$ cat src/pkg/adc_ctrl_pkg.sv
// constants and types for the converter control registers
package adc_ctrl_pkg;
   // ==========================================
   // register offsets
   localparam logic [11:0] OFS_RESULT_LOW = 12'h000;
   localparam logic [11:0] OFS_RESULT_HIGH = 12'h004;
   localparam logic [11:0] OFS_START_CHAN = 12'h008;
   localparam logic [11:0] OFS_SRC_CLK = 12'h00c;
   localparam logic [11:0] OFS_REF = 12'h010;
   localparam logic [11:0] OFS_IRQ_STATUS = 12'h014;
   localparam logic [11:0] OFS_IRQ_MASK = 12'h018;
   // ==========================================
   // field positions
   localparam int START_BIT = 7;
   localparam int BUSY_BIT = 6;
   localparam int ENABLE_BIT = 5;
   localparam int ALIGN_BIT = 4;
   localparam int GAIN_BIT = 7;
   localparam int BANDGAP_BIT = 6;
   // ==========================================
   // reset values
   localparam logic [7:0] CTRL_RESET = 8'h00;
   localparam logic [11:0] RESULT_RESET = 12'h000;
   localparam logic [1:0] IRQ_RESET = 2'h0;
   // ==========================================
   // input source codes
   localparam logic [2:0] SRC_EXT_A = 3'h0;
   localparam logic [2:0] SRC_EXT_B = 3'h4;
   // ==========================================
   // interrupt bit positions
   localparam int IRQ_DONE = 0;
   localparam int IRQ_START = 1;
   // ==========================================
   // types
   typedef enum logic [1:0] {
      IDLE = 2'b00,
      CONVERT = 2'b01,
      FINISH = 2'b11
   } conv_state_t;
   typedef struct packed {
      logic start;
      logic enable;
      logic align;
      logic [2:0] chan;
   } start_chan_t;
   typedef struct packed {
      logic [2:0] source;
      logic [2:0] clkSel;
   } src_clk_t;
   typedef struct packed {
      logic gainEn;
      logic bandgapEn;
      logic [3:0] refSel;
   } ref_ctrl_t;
   typedef struct packed {
      logic extEn;
      logic [2:0] extChan;
      logic [2:0] intSel;
      logic sample;
      logic powerOn;
      logic clkEn;
   } core_ctrl_t;
endpackage : adc_ctrl_pkg

$ cat src/verilog/adc_control_registers.sv
// converter control registers behind an apb slave
`timescale 1ns/100ps
`default_nettype none
module adc_control_registers
   import adc_ctrl_pkg::*;
(
   // clock and reset
   input wire logic clk,
   input wire logic resetn,
   // apb slave
   input wire logic psel,
   input wire logic penable,
   input wire logic pwrite,
   input wire logic [11:0] paddr,
   input wire logic [31:0] pwdata,
   output logic [31:0] prdata,
   output logic pready,
   output logic pslverr,
   // converter core
   input wire logic convDone,
   input wire logic [11:0] convData,
   output core_ctrl_t coreCtrl,
   output ref_ctrl_t refCtrl,
   // interrupt
   output logic irq
);
   // ==========================================
   // register state
   start_chan_t sc_q;
   src_clk_t srcClk_q;
   ref_ctrl_t ref_q;
   logic [11:0] result_q;
   logic busy_q;
   logic [1:0] irqStat_q;
   logic [1:0] irqMask_q;
   logic [6:0] divCnt_q;
   logic divTick;
   conv_state_t state_q;
   logic wrEn;
   logic rdEn;
   logic mapped;
   logic startSeq;
   logic [7:0] wByte;
   logic [7:0] resLow;
   logic [7:0] resHigh;
   logic extSel;

   assign wByte = pwdata[7:0];
   assign wrEn = psel && penable && pwrite;
   assign rdEn = psel && penable && !pwrite;
   always_comb begin
      unique case (paddr)
         OFS_RESULT_LOW, OFS_RESULT_HIGH, OFS_START_CHAN, OFS_SRC_CLK,
         OFS_REF, OFS_IRQ_STATUS, OFS_IRQ_MASK: mapped = 1'b1;
         default: mapped = 1'b0;
      endcase
   end
   // start completes on write of low after high
   assign startSeq = wrEn && (paddr == OFS_START_CHAN) && sc_q.start
      && !wByte[START_BIT] && sc_q.enable;

   // ==========================================
   // control registers
   always_ff @(posedge clk or negedge resetn) begin
      if (!resetn) begin
         sc_q <= start_chan_t'(CTRL_RESET[5:0]);
      end else if (wrEn && paddr == OFS_START_CHAN) begin
         sc_q.start <= wByte[START_BIT];
         sc_q.enable <= wByte[ENABLE_BIT];
         sc_q.align <= wByte[ALIGN_BIT];
         sc_q.chan <= wByte[2:0];
      end
   end
   always_ff @(posedge clk or negedge resetn) begin
      if (!resetn) begin
         srcClk_q <= src_clk_t'(CTRL_RESET[5:0]);
      end else if (wrEn && paddr == OFS_SRC_CLK) begin
         srcClk_q.source <= wByte[7:5];
         srcClk_q.clkSel <= wByte[2:0];
      end
   end
   always_ff @(posedge clk or negedge resetn) begin
      if (!resetn) begin
         ref_q <= ref_ctrl_t'(CTRL_RESET[5:0]);
      end else if (wrEn && paddr == OFS_REF) begin
         ref_q.gainEn <= wByte[GAIN_BIT];
         ref_q.bandgapEn <= wByte[BANDGAP_BIT];
         ref_q.refSel <= wByte[3:0];
      end
   end

   // ==========================================
   // conversion clock divider
   always_ff @(posedge clk or negedge resetn) begin
      if (!resetn) begin
         divCnt_q <= 7'h00;
      end else if (!sc_q.enable) begin
         divCnt_q <= 7'h00;
      end else begin
         divCnt_q <= divCnt_q + 7'h01;
      end
   end
   always_comb begin
      divTick = 1'b1;
      for (int i = 0; i < 7; i++) begin
         if (i < int'(srcClk_q.clkSel)) begin
            divTick = divTick && divCnt_q[i];
         end
      end
   end

   // ==========================================
   // conversion sequence
   always_ff @(posedge clk or negedge resetn) begin
      if (!resetn) begin
         state_q <= IDLE;
      end else if (!sc_q.enable) begin
         state_q <= IDLE;
      end else begin
         unique case (state_q)
            IDLE: if (startSeq) begin
               state_q <= CONVERT;
            end
            CONVERT: if (convDone) begin
               state_q <= FINISH;
            end
            FINISH: state_q <= IDLE;
         endcase
      end
   end
   always_ff @(posedge clk or negedge resetn) begin
      if (!resetn) begin
         busy_q <= 1'b0;
      end else if (!sc_q.enable) begin
         busy_q <= 1'b0;
      end else if (state_q == IDLE && startSeq) begin
         busy_q <= 1'b1;
      end else if (state_q == CONVERT && convDone) begin
         busy_q <= 1'b0;
      end
   end
   // result captured only at completion while enabled
   always_ff @(posedge clk or negedge resetn) begin
      if (!resetn) begin
         result_q <= RESULT_RESET;
      end else if (sc_q.enable && state_q == CONVERT && convDone) begin
         result_q <= convData;
      end
   end

   // ==========================================
   // core controls
   assign extSel = (srcClk_q.source == SRC_EXT_A)
      || (srcClk_q.source == SRC_EXT_B);
   always_ff @(posedge clk or negedge resetn) begin
      if (!resetn) begin
         coreCtrl <= '0;
         refCtrl <= '0;
      end else begin
         coreCtrl.extEn <= extSel && sc_q.enable;
         coreCtrl.extChan <= sc_q.chan;
         coreCtrl.intSel <= extSel ? 3'h0 : srcClk_q.source;
         coreCtrl.sample <= state_q == IDLE && startSeq;
         coreCtrl.powerOn <= sc_q.enable;
         coreCtrl.clkEn <= sc_q.enable && divTick;
         refCtrl <= ref_q;
      end
   end

   // ==========================================
   // interrupts
   always_ff @(posedge clk or negedge resetn) begin
      if (!resetn) begin
         irqStat_q <= IRQ_RESET;
      end else begin
         for (int i = 0; i < 2; i++) begin
            if (wrEn && paddr == OFS_IRQ_STATUS && wByte[i]) begin
               irqStat_q[i] <= 1'b0;
            end
         end
         if (state_q == CONVERT && convDone && sc_q.enable) begin
            irqStat_q[IRQ_DONE] <= 1'b1;
         end
         if (state_q == IDLE && startSeq) begin
            irqStat_q[IRQ_START] <= 1'b1;
         end
      end
   end
   always_ff @(posedge clk or negedge resetn) begin
      if (!resetn) begin
         irqMask_q <= IRQ_RESET;
      end else if (wrEn && paddr == OFS_IRQ_MASK) begin
         irqMask_q <= wByte[1:0];
      end
   end
   always_ff @(posedge clk or negedge resetn) begin
      if (!resetn) begin
         irq <= 1'b0;
      end else begin
         irq <= |(irqStat_q & irqMask_q);
      end
   end

   // ==========================================
   // read path
   always_comb begin
      if (sc_q.align) begin
         resHigh = {4'h0, result_q[11:8]};
         resLow = result_q[7:0];
      end else begin
         resHigh = result_q[11:4];
         resLow = {result_q[3:0], 4'h0};
      end
   end
   always_ff @(posedge clk or negedge resetn) begin
      if (!resetn) begin
         prdata <= 32'h0000_0000;
      end else if (psel && !penable && !pwrite) begin
         unique case (paddr)
            OFS_RESULT_LOW: prdata <= {24'h0, resLow};
            OFS_RESULT_HIGH: prdata <= {24'h0, resHigh};
            OFS_START_CHAN: prdata <= {24'h0, sc_q.start, busy_q,
               sc_q.enable, sc_q.align, 1'b0, sc_q.chan};
            OFS_SRC_CLK: prdata <= {24'h0, srcClk_q.source, 2'b00,
               srcClk_q.clkSel};
            OFS_REF: prdata <= {24'h0, ref_q.gainEn, ref_q.bandgapEn,
               2'b00, ref_q.refSel};
            OFS_IRQ_STATUS: prdata <= {30'h0, irqStat_q};
            OFS_IRQ_MASK: prdata <= {30'h0, irqMask_q};
            default: prdata <= 32'h0000_0000;
         endcase
      end
   end
   always_ff @(posedge clk or negedge resetn) begin
      if (!resetn) begin
         pready <= 1'b0;
         pslverr <= 1'b0;
      end else begin
         pready <= psel && !penable;
         pslverr <= psel && !penable && !mapped;
      end
   end
   logic unusedRd;
   assign unusedRd = rdEn;
endmodule : adc_control_registers
`default_nettype wire
$ cat config.mk
export PLATFORM = sky130hd
export DESIGN_NAME = adc_control_registers
export DESIGN_NICKNAME = d
export VERILOG_FILES = /design/src/pkg/adc_ctrl_pkg.sv /design/src/verilog/adc_control_registers.sv
export SDC_FILE = /design/constraint.sdc
export NUM_CORES = 1
export LEC_CHECK = 0
export BUFFER_PORTS_ARGS = -buffer_cell sky130_fd_sc_hd__buf_2
export CORE_AREA = 4 4 92 94
export DETAILED_ROUTE_END_ITERATION = 6
export DIE_AREA = 0 0 96 98
export HOLD_SLACK_MARGIN = 0.02
export PLACE_DENSITY = 0.75
export SETUP_SLACK_MARGIN = 0.4
export SLEW_MARGIN = 10
export SYNTH_ARGS = -nofsm -noshare
export SYNTH_HDL_FRONTEND = slang
export SYNTH_SLANG_ARGS = --single-unit
$ cat constraint.sdc
create_clock -name clk -period 1.33 [get_ports clk]
set_input_delay 0.133 -clock clk [delete_from_list [all_inputs] [get_ports clk]]
set_output_delay 0.133 -clock clk [all_outputs]
set_load 0.02 [all_outputs]
==> metrics.md <==
| Metric | Value |
|---|---|
| Max Cap Viol | `0` |
| Final Critical Period | `1.467 ns` |
| Post-synth EDFFs | `0` |
| Placer Congestion | `about 0.9` |
| Drt pass-1 iters | `4` |
| Flop and latch count out of synthesis | `71` |
| CTS Sinks | `71` |
| R2r setup slk | `-0.06 ns` |
| CP Launch Type | `input port` |
| Fmax | `just under 0.7 GHz` |
| Fill cell count | `504` |
| Total grt overflow | `0` |
| Power density cells | `785.2 nW/um2` |
| Clk root buf | `clkbuf_8` |
| Avg Cell Area, Syn | `between 10 and 15 um2` |
| Netlist cell types | `51` |
| Vias per inst | `between 5 and 6` |
| All-Layer GR Usage | `23.19%` |
| CP startpoint | `paddr[8]` |
| FP Rows | `32` |
| Core Util, Final | `between 70% and 80%` |
| Core Region | `~7600 um2` |
| Worst R2R End | `prdata[7]` |
| CTS clk-pin slew, worst paths | `0.08 ns` |
| Status | `finished with violations` |
| Layout cells sized above 1 | `a little over half` |
| Leakage power | `2.631 nW` |
| Hpwl dp | `roughly 6900 um` |
| Routed WL | `about 11000 um` |
| Number of H-tree levels | `3` |
| Max-slew violation count | `0` |
| Ant diodes | `0` |
| Die Width | `between 90 and 100 um` |
| Post-Syn Area | `3438 um2` |
| Met3 WL post-DR | `around 800 um` |
| Simple-gate share of the synthesized area | `20.38%` |
| Seq/Total Area, Yosys | `51.67%` |
| Type of the worst min-delay path | `input port to flip-flop` |
| DR top layer | `met4` |
| Critical path cell sequence | `buf_8, or4_4, buf_6, o31ai_2, a21oi_2, o31ai_1` |
| CP Class | `input port to flip-flop` |
| Area of the die | `between 9000 and 10000 um2` |
| Ys flop type | `dfrtp_1` |
| Antenna violations before repair | `0` |
| CP bufs+invs | `2` |
| Non-filler cells in the finished layout | `~580` |
| Crit-path leading delay family | `simple AND/OR/NAND/NOR gates` |
| Hold Vio Cnt, Final | `0` |
| Max FO, Critical Path | `8` |
| CP Data Required Time | `roughly 1.6 ns` |
| R2R depth | `5` |
| Post-Syn Instances | `between 300 and 400` |
| Layout area overhead | `60.33%` |
| Wl on met1 | `4330 um` |
| Critical path endpoint | `prdata[4]` |
| Inserted Clock Buffers | `9` |
| # setup viols final | `14` |
| WP depth | `6` |
| Total power | `between 4 and 5 mW` |
| Commonest non-fill, non-tap cell in the layout | `dfrtp_1` |
| Worst R2R Start | `sc_q[3]` |
| Crit-path max cell delay | `0.65 ns` |
| Largest net degree at the start of global routing | `72` |
| Final ANT Viol Nets | `0` |
| Period utilization | `110.3%` |
| Skew final | `about 0.008 ns` |
| Worst Setup End Kind | `flip-flop` |
| Failing checks | `negative setup slack` |
| Max VDD drop | `0.5605 mV` |
| CTS tree | `yes` |
| Setup WS post-layout | `-0.1374 ns` |
| Drt initial violations | `about 280` |
| Vias in the first global route | `about 3100` |
| Crit-path slowest cell | `or4_4` |
| I/O Pins | `around 110` |
| Final Net Count | `about 540` |
| Metal2 WL | `between 5000 and 6000 um` |
| Die Y | `98 um` |
| Clk_lat worst skew | `about 0.36 ns` |
| Compound-gate portion of the synthesized area | `8.115%` |
| DR WL/cell | `18.61 um` |
| First-pass GRT wire length | `about 16000 um` |
| RSZ-0062 raised after global routing | `true` |
| Post-Synth Adder-Cell Area | `0.3639%` |
| Clock buffer depth | `2` |
| Via count | `slightly above 3000` |
| YS warnings | `0` |
| Post-synthesis xor/xnor area fraction | `between 1 and 1.5%` |
| Inst Count DP | `519` |
| Most frequent cells in the layout | `dfrtp_1 (69), buf_6 (51), buf_4 (43)` |
| Post-synthesis mux area share | `9.716%` |
| Largest family of logic cells by synthesized area | `simple AND/OR/NAND/NOR gates` |
| Drc violations | `0` |
| Buffers on Ports | `64` |
| Initial core utilization | `between 40% and 50%` |
| Arr. time, crit path | `roughly 1.7 ns` |
| Async SR Flop Fraction | `100.0%` |
cell families after synthesis:
| logic type | count (synthesis) |
|---|---|
| AO/OA/AOI/OAI | 41 |
| XOR/XNOR | 5 |
| adder cells (fa/ha/maj) | 1 |
| buffers and inverters | 52 |
| flip-flops | 71 |
| multiplexers | 31 |
| other | 1 |
| AND/OR/NAND/NOR | 130 |
cell type report:
class / instances / area, um2 / share of cell area [%]
well taps: 102 / 127.6 / 2.315
inverters: 9 / 41.29 / 0.7490
flip-flops and latches: 71 / 1779 / 32.27
repair buffers: 150 / 1353 / 24.53
multi-input cells: 232 / 2016 / 36.56
clock buffers: 12 / 155.1 / 2.814
clock inverters: 4 / 30.03 / 0.5447
repair inverters: 1 / 11.26 / 0.2043
power by group:
part           leakage [nW]  internal [mW]  total (mW)  switching, mW
sequential            0.974           2.17        2.18         0.0100
combinational          1.57          0.218       0.509          0.291
clock                0.0926          0.783        1.64          0.856
total                  2.63           3.17        4.33           1.16
through the flow:
step	hold slack, ns	setup WS, ns	setup TNS, ns	cell area, um2
finish	0.03249	-0.1374	-0.5891	5513
global placement	0.1797	-0.4423	-12.06	4222
detailed placement	0.1957	-0.4814	-12.42	4222
CTS	0.02340	-0.05973	-0.3934	5210
floorplan	-0.1626	-0.4467	-8.356	3779
global route	0.03077	-0.1862	-1.184	5513
how the worst min path moves through the flow:
stage               startpoint       end  slack (ns)  depth (start not counted)
CTS                  pwdata[3]  ref_q[3]        0.02                          2
finish               pwdata[3]  ref_q[3]        0.03                          2
global placement        resetn    pready        0.18                          2
floorplan               resetn    busy_q       -0.16                          0
global route         pwdata[3]  ref_q[3]        0.03                          2
detailed placement      resetn    pready        0.20                          2
what timing repair did:
item,4_1_cts,5_1_grt
hold endpoints to repair,84,0
gates cloned,3,0
hold buffers,14,0
gates resized for setup,142,45
setup buffers,17,12
pin swaps,49,14
setup endpoints to repair,82,82
metal layers:
layer	up-vias	GRT usage, %
met5	-	0
met4	0	10.28
met3	24	3.698
met2	136	36.38
met1	1526	31.43
li1	1407	-
flip-flops by register name, summed over array words and instances, names as in the netlist:
name / count
pready: 1
coreCtrl: 10
refCtrl: 6
result_q: 12
sc_q: 6
irqMask_q: 2
irqStat_q: 2
srcClk_q: 6
irq: 1
divCnt_q: 7
pslverr: 1
state_q: 2
busy_q: 1
ref_q: 6
prdata: 8
cell usage after synthesis (all sizes together) (2+ instances only):
| cell | count | area, um2 |
|---|---|---|
| a21oi | 5 | 25.02 |
| a221oi | 3 | 26.28 |
| a311oi | 3 | 26.28 |
| a31oi | 4 | 25.02 |
| a32oi | 3 | 26.28 |
| and2 | 6 | 37.54 |
| and3 | 3 | 18.77 |
| buf | 30 | 205.2 |
| clkbuf | 13 | 48.80 |
| dfrtp | 71 | 1777 |
| inv | 9 | 33.78 |
| mux2 | 19 | 214.0 |
| mux2i | 12 | 120.1 |
| nand2 | 51 | 191.4 |
| nand2b | 3 | 18.77 |
| nand3 | 7 | 35.03 |
| nand3b | 3 | 22.52 |
| nand4 | 2 | 12.51 |
| nand4b | 2 | 17.52 |
| nor2 | 16 | 62.56 |
| nor2b | 5 | 31.28 |
| nor3 | 5 | 30.03 |
| nor4 | 12 | 90.09 |
| nor4b | 2 | 17.52 |
| o21ai | 11 | 55.05 |
| o31ai | 4 | 30.03 |
| or3b | 2 | 17.52 |
| or4 | 4 | 30.03 |
| or4b | 3 | 33.78 |
| xnor2 | 3 | 26.28 |
| xor2 | 2 | 17.52 |
Power figures use the tool's default switching activity.
